[src/scc_consts.svh]
// Named offsets, bit positions, reset values and divider counts for the
// serial channel control block. Assumes inclusion by bare name.
`ifndef SCC_CONSTS_SVH
`define SCC_CONSTS_SVH

`define SCC_OFS_CTRL 8'h00
`define SCC_OFS_RXDATA 8'h04
`define SCC_OFS_STATUS 8'h08

`define SCC_CTRL_RESET 16'h0000
`define SCC_MODE_HI 2
`define SCC_MODE_LO 0
`define SCC_BIT_STOP 3
`define SCC_BIT_REN 4
`define SCC_BIT_PEN 5
`define SCC_BIT_FEN 6
`define SCC_BIT_OEN 7
`define SCC_BIT_PERR 8
`define SCC_BIT_FERR 9
`define SCC_BIT_OERR 10
`define SCC_BIT_FDE 11
`define SCC_BIT_ODD 12
`define SCC_BIT_BRS 13
`define SCC_BIT_LB 14
`define SCC_BIT_RUN 15
`define SCC_BIT_PARITY 8

`define SCC_DIV2_LAST 2'h1
`define SCC_DIV3_LAST 2'h2
`define SCC_BUF_DEPTH 2
`define SCC_RX_WIDTH 9

`endif

[src/scc_pkg.sv]
// Types shared by the serial channel control block.
// Assumes scc_consts.svh supplies the numeric constants.
package scc_pkg;

  // Frame format selected by the three-bit mode field
  typedef enum logic [2:0] {
    SCC_SYNC8 = 3'b000,
    SCC_ASYNC8 = 3'b001,
    SCC_IRDA8 = 3'b010,
    SCC_ASYNC7P = 3'b011,
    SCC_ASYNC9 = 3'b100,
    SCC_ASYNC8W = 3'b101,
    SCC_RSVD6 = 3'b110,
    SCC_ASYNC8P = 3'b111
  } scc_mode_t;

endpackage : scc_pkg

[src/scc_rx_buffer.sv]
// Two-entry receive buffer with valid/ready on both sides.
// Assumes one clock, asynchronous active-high reset and a clock enable.
`timescale 1ns/100ps
`include "scc_consts.svh"

module scc_rx_buffer #(
  parameter int WIDTH = `SCC_RX_WIDTH,
  parameter int DEPTH = `SCC_BUF_DEPTH
) (
  input wire logic clk,
  input wire logic rst,
  input wire logic ce,
  input wire logic inValid,
  output logic inReady,
  input wire logic [WIDTH-1:0] inData,
  output logic outValid,
  input wire logic outReady,
  output logic [WIDTH-1:0] outData,
  output logic [$clog2(DEPTH+1)-1:0] level
);

  localparam int PW = (DEPTH > 1) ? $clog2(DEPTH) : 1;
  localparam int CW = $clog2(DEPTH+1);

  logic [WIDTH-1:0] mem [DEPTH];
  logic [PW-1:0] wrPtr_reg;
  logic [PW-1:0] rdPtr_reg;
  logic [CW-1:0] count_reg;
  wire push = ce && inValid && inReady;
  wire pop = ce && outValid && outReady;

  // Full and empty come straight from the count, so the source really stalls
  assign inReady = (count_reg != CW'(DEPTH));
  assign outValid = (count_reg != '0);
  assign outData = mem[rdPtr_reg];
  assign level = count_reg;

  // Storage has no reset; only the pointers and the count carry control state
  always_ff @(posedge clk) begin
    if (push) begin
      mem[wrPtr_reg] <= inData;
    end
  end

  // Pointers wrap at the depth, count tracks push minus pop
  always_ff @(posedge clk or posedge rst) begin
    if (rst) begin
      wrPtr_reg <= '0;
      rdPtr_reg <= '0;
      count_reg <= '0;
    end else begin
      if (push) begin
        wrPtr_reg <= (wrPtr_reg == PW'(DEPTH-1)) ? '0 : wrPtr_reg + 1'b1;
      end
      if (pop) begin
        rdPtr_reg <= (rdPtr_reg == PW'(DEPTH-1)) ? '0 : rdPtr_reg + 1'b1;
      end
      if (push && !pop) begin
        count_reg <= count_reg + 1'b1;
      end else if (pop && !push) begin
        count_reg <= count_reg - 1'b1;
      end
    end
  end

endmodule : scc_rx_buffer

[src/scc_serial_channel_control.sv]
// Control register, error flags, receive buffer and baud prescaler of a
// serial channel, reached over APB.
// Assumes a receiver core that reports each finished frame with a pulse,
// an autobaud unit that reports detections, and a fractional divider tick.
//
// Behaviour
// - Mode bits 2..0 select sync 8-bit (000), async 8-bit (001) or IrDA 8-bit (010).
// - Mode also selects 7+parity (011), 9-bit (100), 8+wake-up (101), 8+parity (111).
// - A successful autobaud detection overwrites the mode field and the parity polarity.
// - Bit 3 gives one stop bit when 0 and two stop bits when 1.
// - Bit 4 gates reception and is cleared by hardware after a sync byte is received.
// - The autobaud unit may change bit 4 only while its automatic receiver option is on.
// - Outside IrDA, bit 5 enables the parity check; when 0 parity is ignored.
// - In IrDA mode bit 5 instead inverts the receive data input.
// - A parity error with the check on sets the sticky flag at bit 8.
// - An async framing error with bit 6 on sets the sticky flag at bit 9.
// - An overrun with bit 7 on sets the sticky flag at bit 10.
// - Bit 11 selects the fractional divider as prescaler and masks bit 13.
// - Bit 12 clear means even parity, set means odd parity.
// - Bit 13 picks a divide-by-2 prescaler when 0 and divide-by-3 when 1.
// - Bit 15 runs the baud generator; when 0 the prescaled clock stays inactive.
`timescale 1ns/100ps
`include "scc_consts.svh"

module scc_serial_channel_control (
  input wire logic clk,
  input wire logic rst,
  input wire logic ce,
  // APB slave
  input wire logic psel,
  input wire logic penable,
  input wire logic pwrite,
  input wire logic [7:0] paddr,
  input wire logic [31:0] pwdata,
  output logic [31:0] prdata,
  output logic pready,
  output logic pslverr,
  // Receiver core
  input wire logic rxdPin,
  output logic rxdToCore,
  input wire logic rxFrameDone,
  input wire logic [8:0] rxFrameData,
  input wire logic rxStopBad,
  output logic rxFrameReady,
  // Autobaud unit
  input wire logic autobaudOn,
  input wire logic autoRxCtl,
  input wire logic abDetectOk,
  input wire logic [2:0] abMode,
  input wire logic abOdd,
  input wire logic abRenWrite,
  input wire logic abRenValue,
  // Baud generator
  input wire logic fracTick,
  output logic prescaledBaudClk,
  // Decoded controls for the transmit and receive cores
  output logic [2:0] frameMode,
  output logic stopBitCount,
  output logic rxEnable,
  output logic oddParity,
  output logic loopBackOn
);

  logic [15:0] ctrl_reg;
  logic [15:0] ctrl_next;
  logic rxdInv_reg;
  logic tick_reg;
  logic [1:0] divCnt_reg;
  logic [1:0] divCnt_next;
  logic bufValid;
  logic [8:0] bufData;
  logic [1:0] bufLevel;

  // APB decode; the slave answers in the access cycle unless ce is low
  wire apbAccess = psel && penable && ce;
  wire selCtrl = (paddr == `SCC_OFS_CTRL);
  wire selRxData = (paddr == `SCC_OFS_RXDATA);
  wire selStatus = (paddr == `SCC_OFS_STATUS);
  wire selAny = selCtrl || selRxData || selStatus;
  wire ctrlWr = apbAccess && pwrite && selCtrl;
  wire rxPop = apbAccess && !pwrite && selRxData;
  assign pready = ce;
  assign pslverr = psel && penable && !selAny;

  // Field views of the control register
  wire [2:0] modeBits = ctrl_reg[`SCC_MODE_HI:`SCC_MODE_LO];
  wire renBit = ctrl_reg[`SCC_BIT_REN];
  wire penBit = ctrl_reg[`SCC_BIT_PEN];
  wire fenBit = ctrl_reg[`SCC_BIT_FEN];
  wire oenBit = ctrl_reg[`SCC_BIT_OEN];
  wire fdeBit = ctrl_reg[`SCC_BIT_FDE];
  wire oddBit = ctrl_reg[`SCC_BIT_ODD];
  wire brsBit = ctrl_reg[`SCC_BIT_BRS];
  wire runBit = ctrl_reg[`SCC_BIT_RUN];

  // Mode classes
  wire isSync = (modeBits == scc_pkg::SCC_SYNC8);
  wire isIrda = (modeBits == scc_pkg::SCC_IRDA8);
  wire is7Par = (modeBits == scc_pkg::SCC_ASYNC7P);
  wire is8Par = (modeBits == scc_pkg::SCC_ASYNC8P);
  wire hasParity = is7Par || is8Par;

  // Parity of the received data; 7-bit frames leave bit 7 out
  wire [7:0] parData = is7Par ? {1'b0, rxFrameData[6:0]} : rxFrameData[7:0];
  wire expParity = (^parData) ^ oddBit;
  wire gotParity = rxFrameData[`SCC_BIT_PARITY];

  // A frame only counts while the receiver is enabled
  wire frameIn = ce && rxFrameDone && renBit;
  wire bufInReady;
  wire parityEvt = frameIn && penBit && !isIrda && hasParity
    && (expParity != gotParity);
  wire framingEvt = frameIn && fenBit && !isSync && rxStopBad;
  wire overrunEvt = frameIn && oenBit && !bufInReady;
  wire abRenOk = abRenWrite && autobaudOn && autoRxCtl;

  // Error flag update: a zero written clears, hardware set wins over it
  function automatic logic flagNext(input logic cur, input logic wrOn,
                                    input logic wrBit, input logic evt);
    logic keep;
    keep = cur && !(wrOn && !wrBit);
    flagNext = keep || evt;
  endfunction : flagNext

  // Next control value; autobaud overwrite takes priority over software
  always_comb begin
    ctrl_next = ctrl_reg;
    if (ctrlWr) begin
      ctrl_next = pwdata[15:0];
      ctrl_next[`SCC_BIT_PERR] = ctrl_reg[`SCC_BIT_PERR];
      ctrl_next[`SCC_BIT_FERR] = ctrl_reg[`SCC_BIT_FERR];
      ctrl_next[`SCC_BIT_OERR] = ctrl_reg[`SCC_BIT_OERR];
    end
    if (abDetectOk) begin
      ctrl_next[`SCC_MODE_HI:`SCC_MODE_LO] = abMode;
      ctrl_next[`SCC_BIT_ODD] = abOdd;
    end
    if (abRenOk) begin
      ctrl_next[`SCC_BIT_REN] = abRenValue;
    end
    if (frameIn && isSync) begin
      ctrl_next[`SCC_BIT_REN] = 1'b0;
    end
    ctrl_next[`SCC_BIT_PERR] = flagNext(ctrl_reg[`SCC_BIT_PERR], ctrlWr,
                                        pwdata[`SCC_BIT_PERR], parityEvt);
    ctrl_next[`SCC_BIT_FERR] = flagNext(ctrl_reg[`SCC_BIT_FERR], ctrlWr,
                                        pwdata[`SCC_BIT_FERR], framingEvt);
    ctrl_next[`SCC_BIT_OERR] = flagNext(ctrl_reg[`SCC_BIT_OERR], ctrlWr,
                                        pwdata[`SCC_BIT_OERR], overrunEvt);
  end

  // Control register, frozen while ce is low
  always_ff @(posedge clk or posedge rst) begin
    if (rst) begin
      ctrl_reg <= `SCC_CTRL_RESET;
    end else if (ce) begin
      ctrl_reg <= ctrl_next;
    end
  end

  // Receive input path; the inverter only acts in IrDA mode
  wire rxdInvOn = isIrda && penBit;
  always_ff @(posedge clk or posedge rst) begin
    if (rst) begin
      rxdInv_reg <= 1'b0;
    end else if (ce) begin
      rxdInv_reg <= rxdPin ^ rxdInvOn;
    end
  end
  assign rxdToCore = rxdInv_reg;

  // Baud prescaler: fractional tick, or a divide-by-2 / divide-by-3 count
  wire [1:0] divLast = brsBit ? `SCC_DIV3_LAST : `SCC_DIV2_LAST;
  wire divWrap = (divCnt_reg == divLast);
  wire tickNext = runBit && (fdeBit ? fracTick : divWrap);
  assign divCnt_next = (!runBit || fdeBit || divWrap) ? 2'h0 : divCnt_reg + 2'h1;

  // The count restarts whenever the generator stops, so the first period is whole
  always_ff @(posedge clk or posedge rst) begin
    if (rst) begin
      divCnt_reg <= 2'h0;
      tick_reg <= 1'b0;
    end else if (ce) begin
      divCnt_reg <= divCnt_next;
      tick_reg <= tickNext;
    end
  end
  assign prescaledBaudClk = tick_reg;

  // Received frames queue here, two deep, so a software read one frame late loses no word
  scc_rx_buffer #(
    .WIDTH(`SCC_RX_WIDTH),
    .DEPTH(`SCC_BUF_DEPTH)
  ) u_rxbuf (
    .clk(clk),
    .rst(rst),
    .ce(ce),
    .inValid(rxFrameDone && renBit),
    .inReady(bufInReady),
    .inData(rxFrameData),
    .outValid(bufValid),
    .outReady(rxPop),
    .outData(bufData),
    .level(bufLevel)
  );
  assign rxFrameReady = bufInReady;

  // Read data selection; an empty buffer reads as zero
  wire [31:0] rdCtrl = {16'h0000, ctrl_reg};
  wire [31:0] rdRx = bufValid ? {23'h000000, bufData} : 32'h00000000;
  wire [31:0] rdStat = {29'h00000000, bufInReady, bufLevel};
  assign prdata = selCtrl ? rdCtrl : (selRxData ? rdRx : (selStatus ? rdStat : 32'h0));

  // Decoded controls
  assign frameMode = modeBits;
  assign stopBitCount = ctrl_reg[`SCC_BIT_STOP];
  assign rxEnable = renBit;
  assign oddParity = oddBit;
  assign loopBackOn = ctrl_reg[`SCC_BIT_LB];
endmodule : scc_serial_channel_control

[config.mk]
export PLATFORM = sky130hd
export DESIGN_NAME = scc_serial_channel_control
export DESIGN_NICKNAME = d
export VERILOG_FILES = /design/src/scc_pkg.sv /design/src/scc_rx_buffer.sv /design/src/scc_serial_channel_control.sv
export VERILOG_INCLUDE_DIRS = /design/src
export SDC_FILE = /design/constraint.sdc
export NUM_CORES = 1
export LEC_CHECK = 0
export ABC_AREA = 1
export BUFFER_PORTS_ARGS = -buffer_cell sky130_fd_sc_hd__buf_4
export CAP_MARGIN = 30
export CORE_MARGIN = 5
export CORE_UTILIZATION = 25
export CTS_CLUSTER_SIZE = 16
export DETAILED_ROUTE_END_ITERATION = 10
export PLACE_DENSITY = 0.56
export SLEW_MARGIN = 20
export SYNTH_ARGS = -nofsm -noshare
export SYNTH_HDL_FRONTEND = slang
export SYNTH_HIERARCHICAL = 1
export SYNTH_SLANG_ARGS = --single-unit
export TNS_END_PERCENT = 20
[constraint.sdc]
create_clock -name clk -period 2.3 [get_ports clk]
set_clock_uncertainty 0.05 [all_clocks]
set_input_delay 0.115 -clock clk [delete_from_list [all_inputs] [get_ports clk]]
set_output_delay 0.115 -clock clk [all_outputs]
set_load 0.01 [all_outputs]
=== Word-level counts from Yosys, hierarchy flattened ===
Memories as Yosys holds them, arrays and structs flattened.
Index checks and enable logic that the tools add are counted.

* Bits in registers: 24
* RAM bits: 18
* Output and inout port bits: 44
* Memories: 1

* $add $sub $neg: 5
* Equality and inequality tests: 8
* Muxes and demuxes: 19
* Bitwise logic cells: 2
* Reductions and logical operators: 68

{| class="wikitable"
|+ Memory list
! name !! words !! width !! rd ports !! clocked after memory_dff !! wr ports !! RTL line !! RTL
|-
| u_rxbuf.mem || 2 || 9 || 1 || 0 || 1 || scc_rx_buffer.sv:25 || <nowiki>logic [WIDTH-1:0] mem [DEPTH];</nowiki>
|}

{| class="wikitable"
|+ Operators with widths
! operator !! number
|-
| $logic_and A1 B1 Y1 || 36
|-
| $mux W9 || 2
|-
| $mux W16 || 1
|-
| $logic_not A1 Y1 || 14
|-
| $mux W13 || 1
|-
| $eq A8 B3 Y1 const B || 1
|-
| $eq A8 B4 Y1 const B || 1
|-
| $logic_not A8 Y1 || 1
|-
| $logic_or A1 B1 Y1 || 8
|-
| $mux W1 || 8
|-
| $mux W2 || 4
|-
| $mux W8 || 1
|-
| $reduce_xor A8 Y1 || 1
|-
| $eq A3 B2 Y1 const B || 2
|-
| $mux W3 || 2
|-
| $reduce_and A2 Y1 || 3
|-
| $reduce_bool A2 Y1 || 3
|-
| $add A2 B1 Y2 const B || 2
|-
| $eq A3 B3 Y1 const B || 1
|-
| $logic_not A3 Y1 || 1
|-
| $reduce_bool A3 Y1 || 1
|-
| $add A1 B1 Y1 const B || 2
|-
| $eq A2 B2 Y1 || 1
|-
| $ne A2 B2 Y1 const B || 1
|-
| other kinds (3) || 4
|}

=== Depth between registers and ports, before layout ===
* Depth in word-level cells: 8
* Depth in mapped cells: 12

=== Hierarchy ===
The synthesis kept the hierarchy.

{| class="wikitable"
|+ Modules (own cells, without submodules)
! module !! instances !! cells each !! area each (um2) !! seq. area each (um2)
|-
| scc_serial_channel_control || 1 || 231 || 1594.0 || 500.5
|-
| scc_rx_buffer || 1 || 79 || 890.9 || 640.6
|}

=== Least setup slack after synthesis ===
Ideal clock, no wire load.

* Path type: input port to flip-flop
* Start point: input paddr[7]
* End point: register u_rxbuf.count_reg[1], in the netlist u_rxbuf/level[1]
* Library setup time: 0.117 ns
* Arrival: 1.449 ns
* Data required time: 2.133 ns
* Path slack: 0.684 ns
* Stages on the path: 11
* Cells stage by stage: nor2_1 > nand2_1 > inv_1 > nand4_1 > nor3_1 > nand3_2 > ha_1 > inv_1 > nand3_1 > nand2_1 > nand2_1

* Word-level cells in the longest chain between the ends: 6
* Elaborated cells between the ends (all ways): 8

{| class="wikitable"
|+ RTL lines
! element !! RTL line !! RTL
|-
| start: declaration || scc_serial_channel_control.sv:33 || <nowiki>input wire logic [7:0] paddr,</nowiki>
|-
| $eq A8 B3 Y1 (no line) (*) || -- ||
|-
| $logic_and A1 B1 Y1 (*) || scc_serial_channel_control.sv:81 || <nowiki>wire rxPop = apbAccess && !pwrite && selRxData;</nowiki>
|-
| net rxPop || scc_serial_channel_control.sv:81 ||
|-
| $logic_and A1 B1 Y1 (*) || scc_rx_buffer.sv:30 || <nowiki>wire pop = ce && outValid && outReady;</nowiki>
|-
| $logic_not A1 Y1 || scc_rx_buffer.sv:58 || <nowiki>if (push && !pop) begin</nowiki>
|-
| $logic_and A1 B1 Y1 || scc_rx_buffer.sv:58 ||
|-
| $mux W2 / $reduce_bool A2 Y1 (equally long branches) || -- ||
|-
| end signal: assignment || scc_rx_buffer.sv:59 || <nowiki>count_reg <= count_reg + 1'b1;</nowiki>
|-
| end signal: assignment || scc_rx_buffer.sv:61 || <nowiki>count_reg <= count_reg - 1'b1;</nowiki>
|-
| end: declaration || scc_rx_buffer.sv:28 || <nowiki>logic [CW-1:0] count_reg;</nowiki>
|}

The timed path passes the listed nets; every way through them passes the cells marked *.
A chain may end at the register's enable or synchronous reset.

=== Final worst setup path ===
* Start point: register u_rxbuf.rdPtr_reg
* End point: output prdata[5]

* Word-level cells in the longest chain between the ends: 4

{| class="wikitable"
|+ RTL lines
! element !! RTL line !! RTL
|-
| start: declaration || scc_rx_buffer.sv:27 || <nowiki>logic [PW-1:0] rdPtr_reg;</nowiki>
|-
| start signal: assignment || scc_rx_buffer.sv:56 || <nowiki>rdPtr_reg <= (rdPtr_reg == PW'(DEPTH-1)) ? '0 : rdPtr_reg + 1'b1;</nowiki>
|-
| $mem_v2 Z2 W9 || -- ||
|-
| net bufData[5] || scc_serial_channel_control.sv:71 || <nowiki>logic [8:0] bufData;</nowiki>
|-
| $mux W9 || scc_serial_channel_control.sv:210 || <nowiki>wire [31:0] rdRx = bufValid ? {23'h000000, bufData} : 32'h00000000;</nowiki>
|-
| $mux W9 || scc_serial_channel_control.sv:212 || <nowiki>assign prdata = selCtrl ? rdCtrl : (selRxData ? rdRx : (selStatus ? rdStat : 32'h0));</nowiki>
|-
| $mux W16 || scc_serial_channel_control.sv:212 ||
|-
| end: declaration || scc_serial_channel_control.sv:35 || <nowiki>output logic [31:0] prdata,</nowiki>
|}

The timed path passes the listed nets, and every way through them passes these cells.

==> reports/summary.txt <==
====================================================================================
Outcome                                                                 finished, final reports clean
Fraction of final layout cells with drive strength greater than 1              26.9%
Syn Inst Count                                                                   310
Leakage                                                                      1.75 nW
Number of buffers created by CTS                                                   5
Complex-gate fraction of the synthesized area                                  4.58%
P&R area growth vs syn                                                         36.1%
Chip height                                                                   110 um
Number of enable flip-flop cells after synthesis                                  18
Top cell family by delay on the critical path                             flip-flops
Synthesized area                                                           2480 um^2
Post-route clock period utilization                                            89.5%
Via Count                                                                      2,203
Largest net degree at the start of global routing                                 21
Adder and majority gate portion of the synthesized area                       0.504%
Req. time, crit path                                                         2.13 ns
Nets@finish                                                                      473
Antenna violation net count after detailed routing                                 0
Wire length reported by the detailed router                                  6.78 mm
Dominant cell type by count on the critical path                        sky130_fd_sc_hd__nand2_1
Startpoint types                                                           flip-flop
Parity-gate share of the synthesized area counting xor and xnor cells          1.41%
Achievable Freq                                                              486 MHz
Post-DR vias/cell                                                               4.09
Total negative slack                                                            0 ns
Post-CTS setup buffers                                                             0
DRC errors left                                                                    0
Number of pins exceeding their max-slew limit in the final report                  0
Worst min path class                                                    input pin to flip-flop
Buffers added on ports                                                            79
Wire length of the first global-routing pass                                 10.4 mm
Crit-path max cell delay                                                     0.60 ns
CTS Buffer Depth                                                                   2
Final weighted congestion in routability-driven placement                      0.823
Clk Latency, worst-skew pair                                                 0.29 ns
Final Total Pwr                                                              1.72 mW
Drt first-iter violations                                                         76
Predominant post-synthesis flop cell                                    sky130_fd_sc_hd__dfrtp_1
Number of endpoints failing setup at the final stage                               0
Detailed Place HPWL                                                          5.36 mm
Buffers plus inverters on the worst setup path                                     2
Post-CTS sizing                                                                    0
Main area contributors after synthesis                                  sky130_fd_sc_hd__dfrtp_1 (24%), sky130_fd_sc_hd__edfxtp_1 (22%), sky130_fd_sc_hd__nand2_1 (16%), sky130_fd_sc_hd__inv_1 (6.5%), sky130_fd_sc_hd__buf_4 (6.3%)
Post-synthesis sequential area ratio                                           45.9%
Worst supply voltage drop on vdd                                              233 uV
Worst Path Max Fanout                                                             11
H-tree lvl count                                                                   2
CP Cell Sequence                                                        clkinv_1, nand2_1, nand2_1, nand3_1, o21ai_0, buf_4
Max-Cap Viols                                                                      0
Unrepaired setup endpoints after global routing                                   no
Number of distinct library cells after synthesis                                  35
Core region area                                                           9730 um^2
DR WL/cell                                                                   12.6 um
Yosys warns                                                                        6
Asr flop ratio synth                                                           57.1%
Initial antenna violation count                                                    0
Via count of the first global-routing pass                                     2,155
PD cells                                                                 509 nW/um^2
CTS clock-pin slew for the worst setup and hold paths                        0.08 ns
I/O pin count                                                                    112
Number of iterations in the first detailed-routing pass                            4
Post-synthesis average cell area                                           8.02 um^2
Slowest stage cell on the critical path                                 sky130_fd_sc_hd__dfrtp_1
Period minus WS final                                                        2.06 ns
Leading area contributor after synthesis                                sky130_fd_sc_hd__dfrtp_1
Width of the die                                                              110 um
Total clock sinks                                                                 42
Cell at the root of the clock tree                                      sky130_fd_sc_hd__clkbuf_8
TritonCTS clock tree                                                           built
Total routing resource utilization after global routing                        11.2%
Number of hold violations in the final report                                      0
Flip-flop and latch count after synthesis                                         42
Fraction of post-synthesis cell area in the top cell type by area              24.2%
Largest family of logic cells by synthesized area                       simple AND/OR/NAND/NOR gates
Kind of capture point of the worst setup path                             output pin
Die outline area                                                         12,000 um^2
Number of flip-flops in the largest register                                      18
Signal arrival time at the worst endpoint                                    1.89 ns
Simple-gate area share of the yosys netlist                                    29.3%
Multiplexer fraction of the synthesized cell area                              4.08%
Initial Util                                                                   25.5%
Category of the most critical setup path                                flip-flop to output pin
Number of placement rows                                                          36
GRT Residual Overflow                                                              0
Antenna diode count                                                                0
====================================================================================
-- final timing paths --
kind / slack [ns] / to / depth (start not counted) / start
hold / removal: 0.008 / ctrl_reg[14]$_DFFE_PP0P_ / 2 / pwdata[14]
hold reg to reg: 0.44 / u_rxbuf/wrPtr_reg$_DFFE_PP0P_ / 2 / u_rxbuf/wrPtr_reg$_DFFE_PP0P_
setup / recovery: 0.24 / prdata[5] / 6 / u_rxbuf/rdPtr_reg$_DFFE_PP0P_
max in group asynchronous: 1.62 / rxdToCore$_DFFE_PP0P_ / 4 / rst
min in group asynchronous: 0.23 / ctrl_reg[10]$_DFFE_PP0P_ / 3 / rst
setup reg to reg: 0.63 / u_rxbuf/mem[0][1]$_DFFE_PP_ / 6 / ctrl_reg[4]$_DFFE_PP0P_
-- synthesized netlist by cell type (2+ instances only) --
master / number
sky130_fd_sc_hd__a21oi_2: 2
sky130_fd_sc_hd__buf_4: 21
sky130_fd_sc_hd__dfrtp_1: 24
sky130_fd_sc_hd__edfxtp_1: 18
sky130_fd_sc_hd__inv_1: 43
sky130_fd_sc_hd__inv_2: 2
sky130_fd_sc_hd__mux2_2: 5
sky130_fd_sc_hd__mux2_4: 3
sky130_fd_sc_hd__nand2_1: 103
sky130_fd_sc_hd__nand2_2: 2
sky130_fd_sc_hd__nand3_1: 22
sky130_fd_sc_hd__nand3_2: 2
sky130_fd_sc_hd__nand4_1: 5
sky130_fd_sc_hd__nor2_1: 23
sky130_fd_sc_hd__nor2_2: 2
sky130_fd_sc_hd__o211ai_1: 4
sky130_fd_sc_hd__o21ai_0: 9
sky130_fd_sc_hd__xnor2_1: 2
sky130_fd_sc_hd__xor2_1: 2
-- per-stage QoR --
| step | hold WS, ns | setup WS (ns) | area, um^2 | util (%) | std cells |
|---|---|---|---|---|---|
| floorplan | -0.169 | 0.684 | 2540 | - | 325 |
| global placement | -0.0161 | 0.454 | 3130 | 32.2 | 514 |
| detailed placement | -0.0149 | 0.391 | 3130 | 32.2 | 514 |
| CTS | 0.000503 | 0.176 | 3360 | 34.5 | 536 |
| global route | 0.00366 | 0.0581 | 3380 | 34.7 | 538 |
| finish | 0.00825 | 0.242 | 3380 | 34.7 | 538 |
-- area by class of cell --
type,count,area (um^2)
clock buffers,5,68.8
clock inverters,3,16.3
fillers,1021,6350
inverters,46,173
multi-input cells,213,1050
flip-flops and latches,42,1140
well taps,133,166
repair buffers,96,766
-- worst register-to-register path: cells and delay by family, from the launching register on --
kind | cells | cell delay [ns]
flip-flops | 1 | 0.43
AND/OR/NAND/NOR | 3 | 0.24
buffers and inverters | 2 | 0.47
AO/OA/AOI/OAI | 1 | 0.13
-- routing by layer --
layer	part of all wire, %	vias to the layer above	global-route usage [%]
met5	0	-	0
met4	0.93	0	3.47
met1	44	1002	15.2
li1	-	1126	-
met2	47	73	17.7
met3	7.7	2	2.64
-- where the power goes --
part / leakage [nW] / internal (mW) / switching [mW]
clock: 0.0416 / 0.208 / 0.257
combinational: 1.22 / 0.169 / 0.206
sequential: 0.483 / 0.830 / 0.0512
total: 1.75 / 1.21 / 0.514
-- cell families (layout without fill, tap and decap cells) --
kind of cell,Yosys count,after routing
and+or+nand+nor,166,166
buffers and inverters,70,150
DFF,42,42
AOI/OAI and AO/OA,18,18
muxes,8,8
xor gates and xnor gates,4,4
adders and majority gates,1,1
other,1,16
-- cell usage in the layout (no fill, tap or decap), types with 2 or more instances in the layout --
| cell | instances |
|---|---|
| sky130_fd_sc_hd__nand3_2 | 2 |
| sky130_fd_sc_hd__mux2_2 | 5 |
| sky130_fd_sc_hd__o21ai_0 | 9 |
| sky130_fd_sc_hd__xor2_1 | 2 |
| sky130_fd_sc_hd__dfrtp_1 | 24 |
| sky130_fd_sc_hd__nand2_1 | 103 |
| sky130_fd_sc_hd__nand2_2 | 2 |
| sky130_fd_sc_hd__buf_4 | 80 |
| sky130_fd_sc_hd__clkbuf_8 | 5 |
| sky130_fd_sc_hd__xnor2_1 | 2 |
| sky130_fd_sc_hd__nor2_1 | 23 |
| sky130_fd_sc_hd__inv_1 | 43 |
| sky130_fd_sc_hd__nor2_2 | 2 |
| sky130_fd_sc_hd__clkinv_1 | 2 |
| sky130_fd_sc_hd__mux2_4 | 3 |
| sky130_fd_sc_hd__dlygate4sd3_1 | 15 |
| sky130_fd_sc_hd__inv_2 | 2 |
| sky130_fd_sc_hd__a21oi_2 | 2 |
| sky130_fd_sc_hd__o211ai_1 | 4 |
| sky130_fd_sc_hd__nand3_1 | 22 |
| sky130_fd_sc_hd__conb_1 | 16 |
| sky130_fd_sc_hd__edfxtp_1 | 18 |
| sky130_fd_sc_hd__nand4_1 | 5 |
-- repair_timing --
item	CTS	global route
hold endpoints to repair	46	1
hold buffers	14	1
endpoints found under the setup margin	0	0
No activity file was read; power rests on OpenSTA's default activity.
